[src/verilog/cmtx_pkg.sv]
// Constants, register map and state type of the infrared carrier modulator.
package cmtx_pkg;

    // Register byte offsets on the APB bus, one aligned word each.
    localparam logic [7:0] CMTX_OFS_PRI_HIGH  = 8'h00;
    localparam logic [7:0] CMTX_OFS_PRI_LOW   = 8'h04;
    localparam logic [7:0] CMTX_OFS_SEC_HIGH  = 8'h08;
    localparam logic [7:0] CMTX_OFS_SEC_LOW   = 8'h0C;
    localparam logic [7:0] CMTX_OFS_OUT_CTRL  = 8'h10;
    localparam logic [7:0] CMTX_OFS_MOD_STAT  = 8'h14;
    localparam logic [7:0] CMTX_OFS_MARK_HIGH = 8'h18;
    localparam logic [7:0] CMTX_OFS_MARK_LOW  = 8'h1C;
    localparam logic [7:0] CMTX_OFS_SPACE_HIGH = 8'h20;
    localparam logic [7:0] CMTX_OFS_SPACE_LOW = 8'h24;

    // Output control register fields.
    localparam int CMTX_OC_LATCH = 7;
    localparam int CMTX_OC_POL   = 6;
    localparam int CMTX_OC_PEN   = 5;

    // Modulator status and control register fields.
    localparam int CMTX_MSC_END_OF_CYCLE_FLAG    = 7;
    localparam int CMTX_MSC_DIV_LSB = 5;
    localparam int CMTX_MSC_EXTENDED_SPACE_ENABLE   = 4;
    localparam int CMTX_MSC_BASE    = 3;
    localparam int CMTX_MSC_FSK     = 2;
    localparam int CMTX_MSC_END_OF_CYCLE_IRQ_ENABLE   = 1;
    localparam int CMTX_MSC_MODULATOR_GLOBAL_ENABLE   = 0;

    // Timing constants: time and baseband modes count the carrier clock divided by eight.
    localparam logic [2:0] CMTX_MOD_DIV_LAST = 3'h7;
    localparam logic [7:0] CMTX_CG_RESTART   = 8'h01;

    typedef struct packed {
        logic [7:0]  pri_high;
        logic [7:0]  pri_low;
        logic [7:0]  sec_high;
        logic [7:0]  sec_low;
        logic        latch;
        logic        pol;
        logic        pen;
        logic        end_of_cycle_flag;
        logic [1:0]  div;
        logic        extended_space_enable;
        logic        base;
        logic        fsk;
        logic        end_of_cycle_irq_enable;
        logic        modulator_global_enable;
        logic [15:0] mark;
        logic [15:0] space;
        logic        armed;
        logic        active;
        logic        ext;
        logic        sec;
        logic [16:0] cnt;
        logic [15:0] spc;
        logic [2:0]  pre;
        logic [2:0]  tick8;
        logic [7:0]  cg_cnt;
        logic        carrier;
        logic        pready;
        logic        pslverr;
        logic [7:0]  rdata;
        logic        ir_out;
        logic        ir_oe;
        logic        irq;
    } cmtx_state_t;

    localparam cmtx_state_t CMTX_RESET = '0;

endpackage

[src/verilog/cmtx_modulator.sv]
// Infrared carrier modulator: APB registers, carrier generator, modulator and output pin.
//
// Functional notes
// - Extended space bit set: next period is all space, mark plus space long.
// - Once extended space starts, every following period has no mark while the bit stays set, in all modes.
// - Clearing extended space resumes mark then space at next period start.
// - Frequency-shift mode keeps counting and alternating register sets during extended space.
// - Frequency-shift extended space ends when the clearing period's space completes.
// - Software cannot read whether primary or secondary set is in use.
// - Enabled or finishing the last cycle: pin shows modulator output; idle: pin shows the output latch.
// - Pin polarity is software selectable, high-true or low-true.
// - Setting global enable while idle sets the end-of-cycle flag.
// - While enabled, the flag sets at every cycle end, at counter reload.
// - Re-enable before cycle end: no flag at re-enable, flag at cycle end.
// - After enable is cleared, the final cycle end sets no flag.
// - Flag clears after a status read followed by low mark or space access.
// - Interrupt requested while flag and its enable are both set.
// - Cycle end loads counter and space register from buffers; new values next cycle.
// - Reload happens at every cycle end while enabled, regardless of flag or interrupt handling.
// - In processor wait mode the enabled modulator keeps running unchanged.
// - Stop halts clocks; deepest stops lose registers; lightest keeps and resumes.
// - Background debug freezes all counters until user mode returns.
// - Time mode uses primary counts only; frequency-shift alternates primary and secondary.
// - Latch reads back its state; a write shows only when disabled and pin enabled.
// - Mark counted by 17-bit down counter with zero sign bit; underflow closes gate.
// - Clearing enable lets the cycle finish, then stops clocks and forces output low.
// - Pin enable clear tri-states the pin; pin is disabled during reset.
// - Polarity bit one means active high pin, zero means active low.
module cmtx_modulator
    import cmtx_pkg::*;
#(
    parameter int ADDR_W = 8
) (
    // Clock and reset.
    input  wire logic              pclk,
    input  wire logic              presetn,
    // APB slave.
    input  wire logic              psel,
    input  wire logic              penable,
    input  wire logic              pwrite,
    input  wire logic [ADDR_W-1:0] paddr,
    input  wire logic [31:0]       pwdata,
    output logic                   pready,
    output logic [31:0]            prdata,
    output logic                   pslverr,
    // Processor mode inputs, same clock domain.
    input  wire logic              debug_freeze,
    input  wire logic              stop_retain,
    input  wire logic              stop_lose,
    // Infrared pin and interrupt.
    output logic                   infrared_output_pin,
    output logic                   infrared_output_pin_oe,
    output logic                   end_of_cycle_irq
);

    ////////////////////////////////////////////////////////////////////////////////
    // State and helpers.

    cmtx_state_t q;
    cmtx_state_t d;

    logic       freeze;
    logic       setup;
    logic       access;
    logic       wr;
    logic       rd;
    logic [3:0] reg_idx;
    logic       reg_ok;
    logic       cmt_en;
    logic       rise;
    logic       mtick;
    logic       match;
    logic       eoc_set;
    logic       eoc_clr;
    logic [7:0] cg_target;
    logic       mod_out;
    logic       pin_val;

    // Terminal count of the prescaler for divide by 1, 2, 4 or 8.
    function automatic logic [2:0] cmtx_div_last(input logic [1:0] code);
        cmtx_div_last = 3'((4'h1 << code) - 4'h1);
    endfunction

    // Register index for an address; index 4'hF marks an unmapped address.
    function automatic logic [3:0] cmtx_decode(input logic [ADDR_W-1:0] a);
        logic [7:0] b;
        b = 8'(a);
        if (b == CMTX_OFS_PRI_HIGH) cmtx_decode = 4'h0;
        else if (b == CMTX_OFS_PRI_LOW) cmtx_decode = 4'h1;
        else if (b == CMTX_OFS_SEC_HIGH) cmtx_decode = 4'h2;
        else if (b == CMTX_OFS_SEC_LOW) cmtx_decode = 4'h3;
        else if (b == CMTX_OFS_OUT_CTRL) cmtx_decode = 4'h4;
        else if (b == CMTX_OFS_MOD_STAT) cmtx_decode = 4'h5;
        else if (b == CMTX_OFS_MARK_HIGH) cmtx_decode = 4'h6;
        else if (b == CMTX_OFS_MARK_LOW) cmtx_decode = 4'h7;
        else if (b == CMTX_OFS_SPACE_HIGH) cmtx_decode = 4'h8;
        else if (b == CMTX_OFS_SPACE_LOW) cmtx_decode = 4'h9;
        else cmtx_decode = 4'hF;
    endfunction

    ////////////////////////////////////////////////////////////////////////////////
    // Next state.

    always_comb begin
        d = q;

        // No wait-mode input exists: the engine never stops for it.
        freeze  = debug_freeze | stop_retain;
        setup   = psel & ~penable;
        access  = psel & penable & q.pready;
        wr      = access & pwrite;
        rd      = access & ~pwrite;
        reg_idx = cmtx_decode(paddr);
        reg_ok  = (reg_idx != 4'hF);

        // Bus answer is prepared in the setup cycle so that every bus output is a flop.
        d.pready  = setup;
        d.pslverr = setup & ~reg_ok;
        d.rdata   = 8'h00;
        if (setup) begin
            case (reg_idx)
                4'h0: d.rdata = q.pri_high;
                4'h1: d.rdata = q.pri_low;
                4'h2: d.rdata = q.sec_high;
                4'h3: d.rdata = q.sec_low;
                4'h4: d.rdata = {q.latch, q.pol, q.pen, 5'h00};
                // The primary/secondary selector is deliberately not visible here.
                4'h5: d.rdata = {q.end_of_cycle_flag, q.div, q.extended_space_enable, q.base, q.fsk, q.end_of_cycle_irq_enable, q.modulator_global_enable};
                4'h6: d.rdata = q.mark[15:8];
                4'h7: d.rdata = q.mark[7:0];
                4'h8: d.rdata = q.space[15:8];
                4'h9: d.rdata = q.space[7:0];
                default: d.rdata = 8'h00;
            endcase
        end

        // Carrier generator and prescaler, both stopped while frozen or idle.
        cmt_en    = q.active & ~freeze & (q.pre == cmtx_div_last(q.div));
        rise      = 1'b0;
        cg_target = q.carrier ? q.pri_high : q.pri_low;
        if (q.fsk && q.sec) begin
            cg_target = q.carrier ? q.sec_high : q.sec_low;
        end
        if (q.active && !freeze) begin
            d.pre = cmt_en ? 3'h0 : q.pre + 3'h1;
        end
        if (cmt_en) begin
            d.tick8 = q.tick8 + 3'h1;
            if (q.base) begin
                d.carrier = 1'b1;
            end else if (q.cg_cnt == cg_target) begin
                d.cg_cnt  = CMTX_CG_RESTART;
                d.carrier = ~q.carrier;
                rise      = ~q.carrier;
            end else begin
                d.cg_cnt = q.cg_cnt + 8'h01;
            end
        end

        // Frequency-shift mode counts carrier periods, others count the divided clock.
        mtick = q.fsk ? rise : (cmt_en & (q.tick8 == CMTX_MOD_DIV_LAST));

        // After underflow the complement of the counter climbs from zero to the space count.
        match   = q.active & ~freeze & q.cnt[16] & (~q.cnt[15:0] == q.spc);
        eoc_set = 1'b0;
        if (match) begin
            if (q.modulator_global_enable) begin
                d.cnt   = {1'b0, q.mark};
                d.spc   = q.space;
                // Extended space is sampled only here and at start from idle, so it starts and stops on period bounds.
                d.ext   = q.extended_space_enable;
                d.sec   = q.fsk & ~q.sec;
                eoc_set = 1'b1;
            end else begin
                // Last cycle finished after enable was dropped: no flag, clocks stop.
                d.active  = 1'b0;
                d.carrier = 1'b0;
                d.ext     = 1'b0;
            end
        end else if (mtick) begin
            d.cnt = q.cnt - 17'h00001;
        end

        // Start of the first transmission from idle.
        if (q.modulator_global_enable && !q.active) begin
            d.active  = 1'b1;
            d.cnt     = {1'b0, q.mark};
            d.spc     = q.space;
            d.ext     = q.extended_space_enable;
            d.sec     = 1'b0;
            d.pre     = 3'h0;
            d.tick8   = 3'h0;
            d.cg_cnt  = CMTX_CG_RESTART;
            d.carrier = 1'b1;
            eoc_set   = 1'b1;
        end

        // Flag clear takes a status read followed by a low mark or low space access.
        eoc_clr = 1'b0;
        if (access && reg_idx == 4'h5 && !pwrite) begin
            d.armed = 1'b1;
        end else if (access && (reg_idx == 4'h7 || reg_idx == 4'h9)) begin
            eoc_clr = q.armed;
            d.armed = 1'b0;
        end
        // A hardware set in the same cycle as the clear wins.
        d.end_of_cycle_flag = eoc_set | (q.end_of_cycle_flag & ~eoc_clr);

        // Software writes.
        if (wr) begin
            case (reg_idx)
                4'h0: d.pri_high = pwdata[7:0];
                4'h1: d.pri_low  = pwdata[7:0];
                4'h2: d.sec_high = pwdata[7:0];
                4'h3: d.sec_low  = pwdata[7:0];
                4'h4: begin
                    d.latch = pwdata[CMTX_OC_LATCH];
                    d.pol   = pwdata[CMTX_OC_POL];
                    d.pen   = pwdata[CMTX_OC_PEN];
                end
                4'h5: begin
                    d.div   = pwdata[CMTX_MSC_DIV_LSB +: 2];
                    d.extended_space_enable = pwdata[CMTX_MSC_EXTENDED_SPACE_ENABLE];
                    d.base  = pwdata[CMTX_MSC_BASE];
                    d.fsk   = pwdata[CMTX_MSC_FSK];
                    d.end_of_cycle_irq_enable = pwdata[CMTX_MSC_END_OF_CYCLE_IRQ_ENABLE];
                    d.modulator_global_enable = pwdata[CMTX_MSC_MODULATOR_GLOBAL_ENABLE];
                end
                4'h6: d.mark[15:8]  = pwdata[7:0];
                4'h7: d.mark[7:0]   = pwdata[7:0];
                4'h8: d.space[15:8] = pwdata[7:0];
                4'h9: d.space[7:0]  = pwdata[7:0];
                default: d.armed = d.armed;
            endcase
        end

        // The deepest stop modes lose every register.
        if (stop_lose) begin
            d = CMTX_RESET;
        end

        // Pin logic works on the next state so the pins stay plain flops.
        mod_out = d.active & ~d.ext & ~d.cnt[16] & (d.base | d.carrier);
        pin_val = (d.modulator_global_enable | d.active) ? mod_out : d.latch;
        d.ir_out = d.pol ? pin_val : ~pin_val;
        d.ir_oe  = d.pen;
        d.irq    = d.end_of_cycle_flag & d.end_of_cycle_irq_enable;
    end

    always_ff @(posedge pclk or negedge presetn) begin
        if (!presetn) begin
            q <= CMTX_RESET;
        end else begin
            q <= d;
        end
    end

    ////////////////////////////////////////////////////////////////////////////////
    // Outputs.

    assign pready                 = q.pready;
    assign prdata                 = {24'h000000, q.rdata};
    assign pslverr                = q.pslverr;
    assign infrared_output_pin    = q.ir_out;
    assign infrared_output_pin_oe = q.ir_oe;
    assign end_of_cycle_irq       = q.irq;
endmodule

[config.mk]
export PLATFORM = sky130hd
export DESIGN_NAME = cmtx_modulator
export DESIGN_NICKNAME = d
export VERILOG_FILES = /design/src/verilog/cmtx_pkg.sv /design/src/verilog/cmtx_modulator.sv
export SDC_FILE = /design/constraint.sdc
export NUM_CORES = 1
export LEC_CHECK = 0
export BUFFER_PORTS_ARGS = -buffer_cell sky130_fd_sc_hd__buf_4
export CORE_ASPECT_RATIO = 1.2
export CORE_MARGIN = 2
export CORE_UTILIZATION = 23
export CTS_CLUSTER_SIZE = 40
export DETAILED_ROUTE_END_ITERATION = 12
export GPL_ROUTABILITY_DRIVEN = 0
export SLEW_MARGIN = 20
export SYNTH_ARGS = -nofsm -noshare
export SYNTH_HDL_FRONTEND = slang
export SYNTH_SLANG_ARGS = --single-unit
[constraint.sdc]
create_clock -name pclk -period 4.2 [get_ports pclk]
set_input_delay 0 -clock pclk [delete_from_list [all_inputs] [get_ports pclk]]
set_output_delay 0 -clock pclk [all_outputs]
set_load 0.03 [all_outputs]
==> impl_metrics.ini <==
[run_status]
status = complete, no violations

[pwr]
power.share.clock = 0.487
finalPower_mw = 2.92
p_seq_frac = 0.459
power.leakage_nw = 3.80
power.switching_mw = 0.704
vdd_drop_max_uv = 189
p_int_mw = 2.22
cellPowerDensity_mw_per_mm2 = 320
combPwrFrac = 0.054
p_sw_frac = 0.241

[yosys]
ys_seq_area_frac = 0.443
synth_async_sr_flop_share = 1.00
synth_compound_area_frac = 0.130
syn_inst = 829
synthFlopType = dfrtp_1
synth_edf_count = 0
synth_xor_area_frac = 0.0389
synthMuxAreaShare = 0.116
synth_cell_types = 70
synth_warnings = 0
yosys.area_share.adder = 0.00956
synth-simple-area-share = 0.195
synth_top_family_by_area = simple AND/OR/NAND/NOR gates
ys_seq_elements = 139
netlist_area_mm2 = 0.00785
post_synth.cell_area_avg_um2 = 9.47

[global_route]
antenna_found_initial = 0
grt_pass1_vias = 6204
grt_usage = 0.132
grt_max_degree = 65
grt_pass1_wl_mm = 36.2
grt.overflow.total = 0

[critical_path]
rrSetupSlack_ns = 0.33
worstPathArrival_ns = 4.18
crit_path_end_kind = register
path_max_fanout = 10
cp.required_ns = 4.51
crit_buf_inv = 1
r2r_start = q[99]$_DFFE_PN0P_
crit_top_cell = a211oi_1
setup.worst_path.class = reg2reg
max_stage_delay_ns = 0.61
path_cells = nand2_1, mux4_2, xnor2_1, nand4_1, nor2_1, ha_1, nor2b_1, mux2i_1, a211oi_2, o21a_1, a211oi_1, buf_4, a211oi_1, o21ai_1
crit_start = q[99]$_DFFE_PN0P_
setup.worst_path.start_class = register
slowest_stage = a211oi_2
path_delay_family = compound AO/OA/AOI/OAI gates

[die]
die_y_um = 206
ios = 85
rows = 74
start_util = 0.232
die-area_mm2 = 0.0356
fp.dieW_um = 173
core_area_mm2 = 0.0339

[min_path]
hold_path.class = in2async

[timing]
setup_viol = 0
slew_headroom = 0.321
drv_slew = 0
grt_setup_unrepaired = no
holdWs_ns = 0.0220
tightest_slew_ns = 1.01
fin_tns_setup_ns = 0
finalCritPeriodShare = 0.921
skew_ns = 0.0100
fmax_mhz = 259
fin_crit_ns = 3.87
finalHoldViolCount = 0

[final_layout]
area_growth_pct = 16.0
layout-drive-gt1-share = 0.136
num_antenna_cells = 0
layout_commonest_cell = dfrtp_1
nNetsFinal = 905
utilization = 0.269
final_cell_mix = dfrtp_1 (139), nand2_1 (106), nor2_1 (89)

[clock_tree]
cts_resized = 0
numClockSinks = 139
clkLatencyLatePin_ns = 0.43
htree_levels = 4
cts_root_buf = clkbuf_16
cts_setup_buffers = 0
cts_tree = built
cts_buffers = 17
cts_buffer_depth = 2
ctsHoldBuffers = 12
clk_pin_slew_ns = 0.06

[routing]
vias_per_cell = 4.90
ant_nets = 0
vias = 6458
drc = 0
drt_iter0_drc = 648
routedWlPerCell_um = 17.6
drt_wl_total_mm = 23.3
firstDrtPassIters = 5

[flow_run]
maxCapViolations = 0

[placed_design]
io_buffers = 36
dp_hpwl_mm = 16.5
area by class of cell:
type                    count  area, um2
flip-flops and latches    139       3480
clock inverters            10       92.6
fillers                  3617      24800
inverters                  16       60.1
multi-input cells         615       3940
repair buffers             62        512
well taps                 456        571
clock buffers              21        460
final timing paths:
check                                      end  cells after the start
max in group asynchronous    q[22]$_DFFE_PN0P_                      3
min reg2reg                  q[24]$_DFFE_PN0P_                      2
max reg2reg                  q[46]$_DFFE_PN0P_                     14
min                        prdata[1]$_DFF_PN0_                      2
max                          q[46]$_DFFE_PN0P_                     14
min in group pclk            q[26]$_DFFE_PN0P_                      5
metrics by stage:
step / instance area [um2] / instances / worst slack, ns
4_1_cts: 9110 / 1319 / 0.355
2_1_floorplan: 7940 / 852 / 0.690
3_5_place_dp: 8440 / 1276 / 0.376
3_3_place_gp: 8440 / 1276 / 0.448
5_1_grt: 9110 / 1319 / 0.0651
6_report: 9110 / 1319 / 0.334
Yosys cell counts (all sizes together), types with 3 or more instances:
| cell | number | area [um2] |
|---|---|---|
| o22ai | 3 | 18.8 |
| nor2 | 92 | 350 |
| and2 | 3 | 18.8 |
| nand2 | 106 | 398 |
| clkbuf | 38 | 143 |
| nor3 | 15 | 103 |
| nand3 | 38 | 190 |
| nand2b | 3 | 18.8 |
| a32oi | 6 | 52.6 |
| a221oi | 6 | 52.6 |
| dfrtp | 139 | 3480 |
| o21ai | 22 | 114 |
| a222oi | 4 | 40.0 |
| a21oi | 69 | 345 |
| xnor2 | 14 | 130 |
| nor4 | 9 | 77.6 |
| a211oi | 4 | 40.0 |
| ha | 6 | 75.1 |
| nor3b | 3 | 27.5 |
| a31oi | 14 | 87.6 |
| nor2b | 4 | 25.0 |
| mux2i | 61 | 611 |
| and3 | 4 | 25.0 |
| or3 | 10 | 67.6 |
| mux4 | 13 | 293 |
| inv | 16 | 60.1 |
| o21a | 3 | 22.5 |
| a21o | 6 | 45.0 |
| buf | 44 | 324 |
| nand4 | 13 | 81.3 |
| xor2 | 20 | 175 |
| or2 | 5 | 31.3 |
| a22oi | 10 | 75.1 |
layer usage:
metal,track usage,vias up,wire length [um]
met4,0.0536,0,723
li1,-,2930,-
met5,0,-,0
met3,0.0237,47,993
met1,0.160,3270,9800
met2,0.230,211,11700
flip-flops by register name, summed over array words and instances (netlist names):
| register | flops |
|---|---|
| q | 126 |
| prdata | 8 |
| end_of_cycle_irq | 1 |
| infrared_output_pin | 1 |
| infrared_output_pin_oe | 1 |
| pready | 1 |
| pslverr | 1 |
power by group through the flow:
stage / sequential (mW) / clock, mW / combinational, mW
after global placement: 1.36 / 0 / 0.149
after CTS: 1.34 / 1.44 / 0.159
after global routing: 1.34 / 1.50 / 0.170
after detailed placement: 1.36 / 0 / 0.150
final: 1.34 / 1.42 / 0.157
after floorplan: 1.37 / 0 / 0.0932
logic make-up (layout without fill, tap and decap cells):
family                     count (synthesis)  in the layout
other                                      1             24
AOI/OAI and AO/OA                        159            159
muxes                                     75             75
DFF                                      139            139
buffers and inverters                     98            109
xor gates and xnor gates                  34             34
adders and majority gates                  6              6
and+or+nand+nor                          317            317
Note: power is estimated with default switching activity, not from simulation.
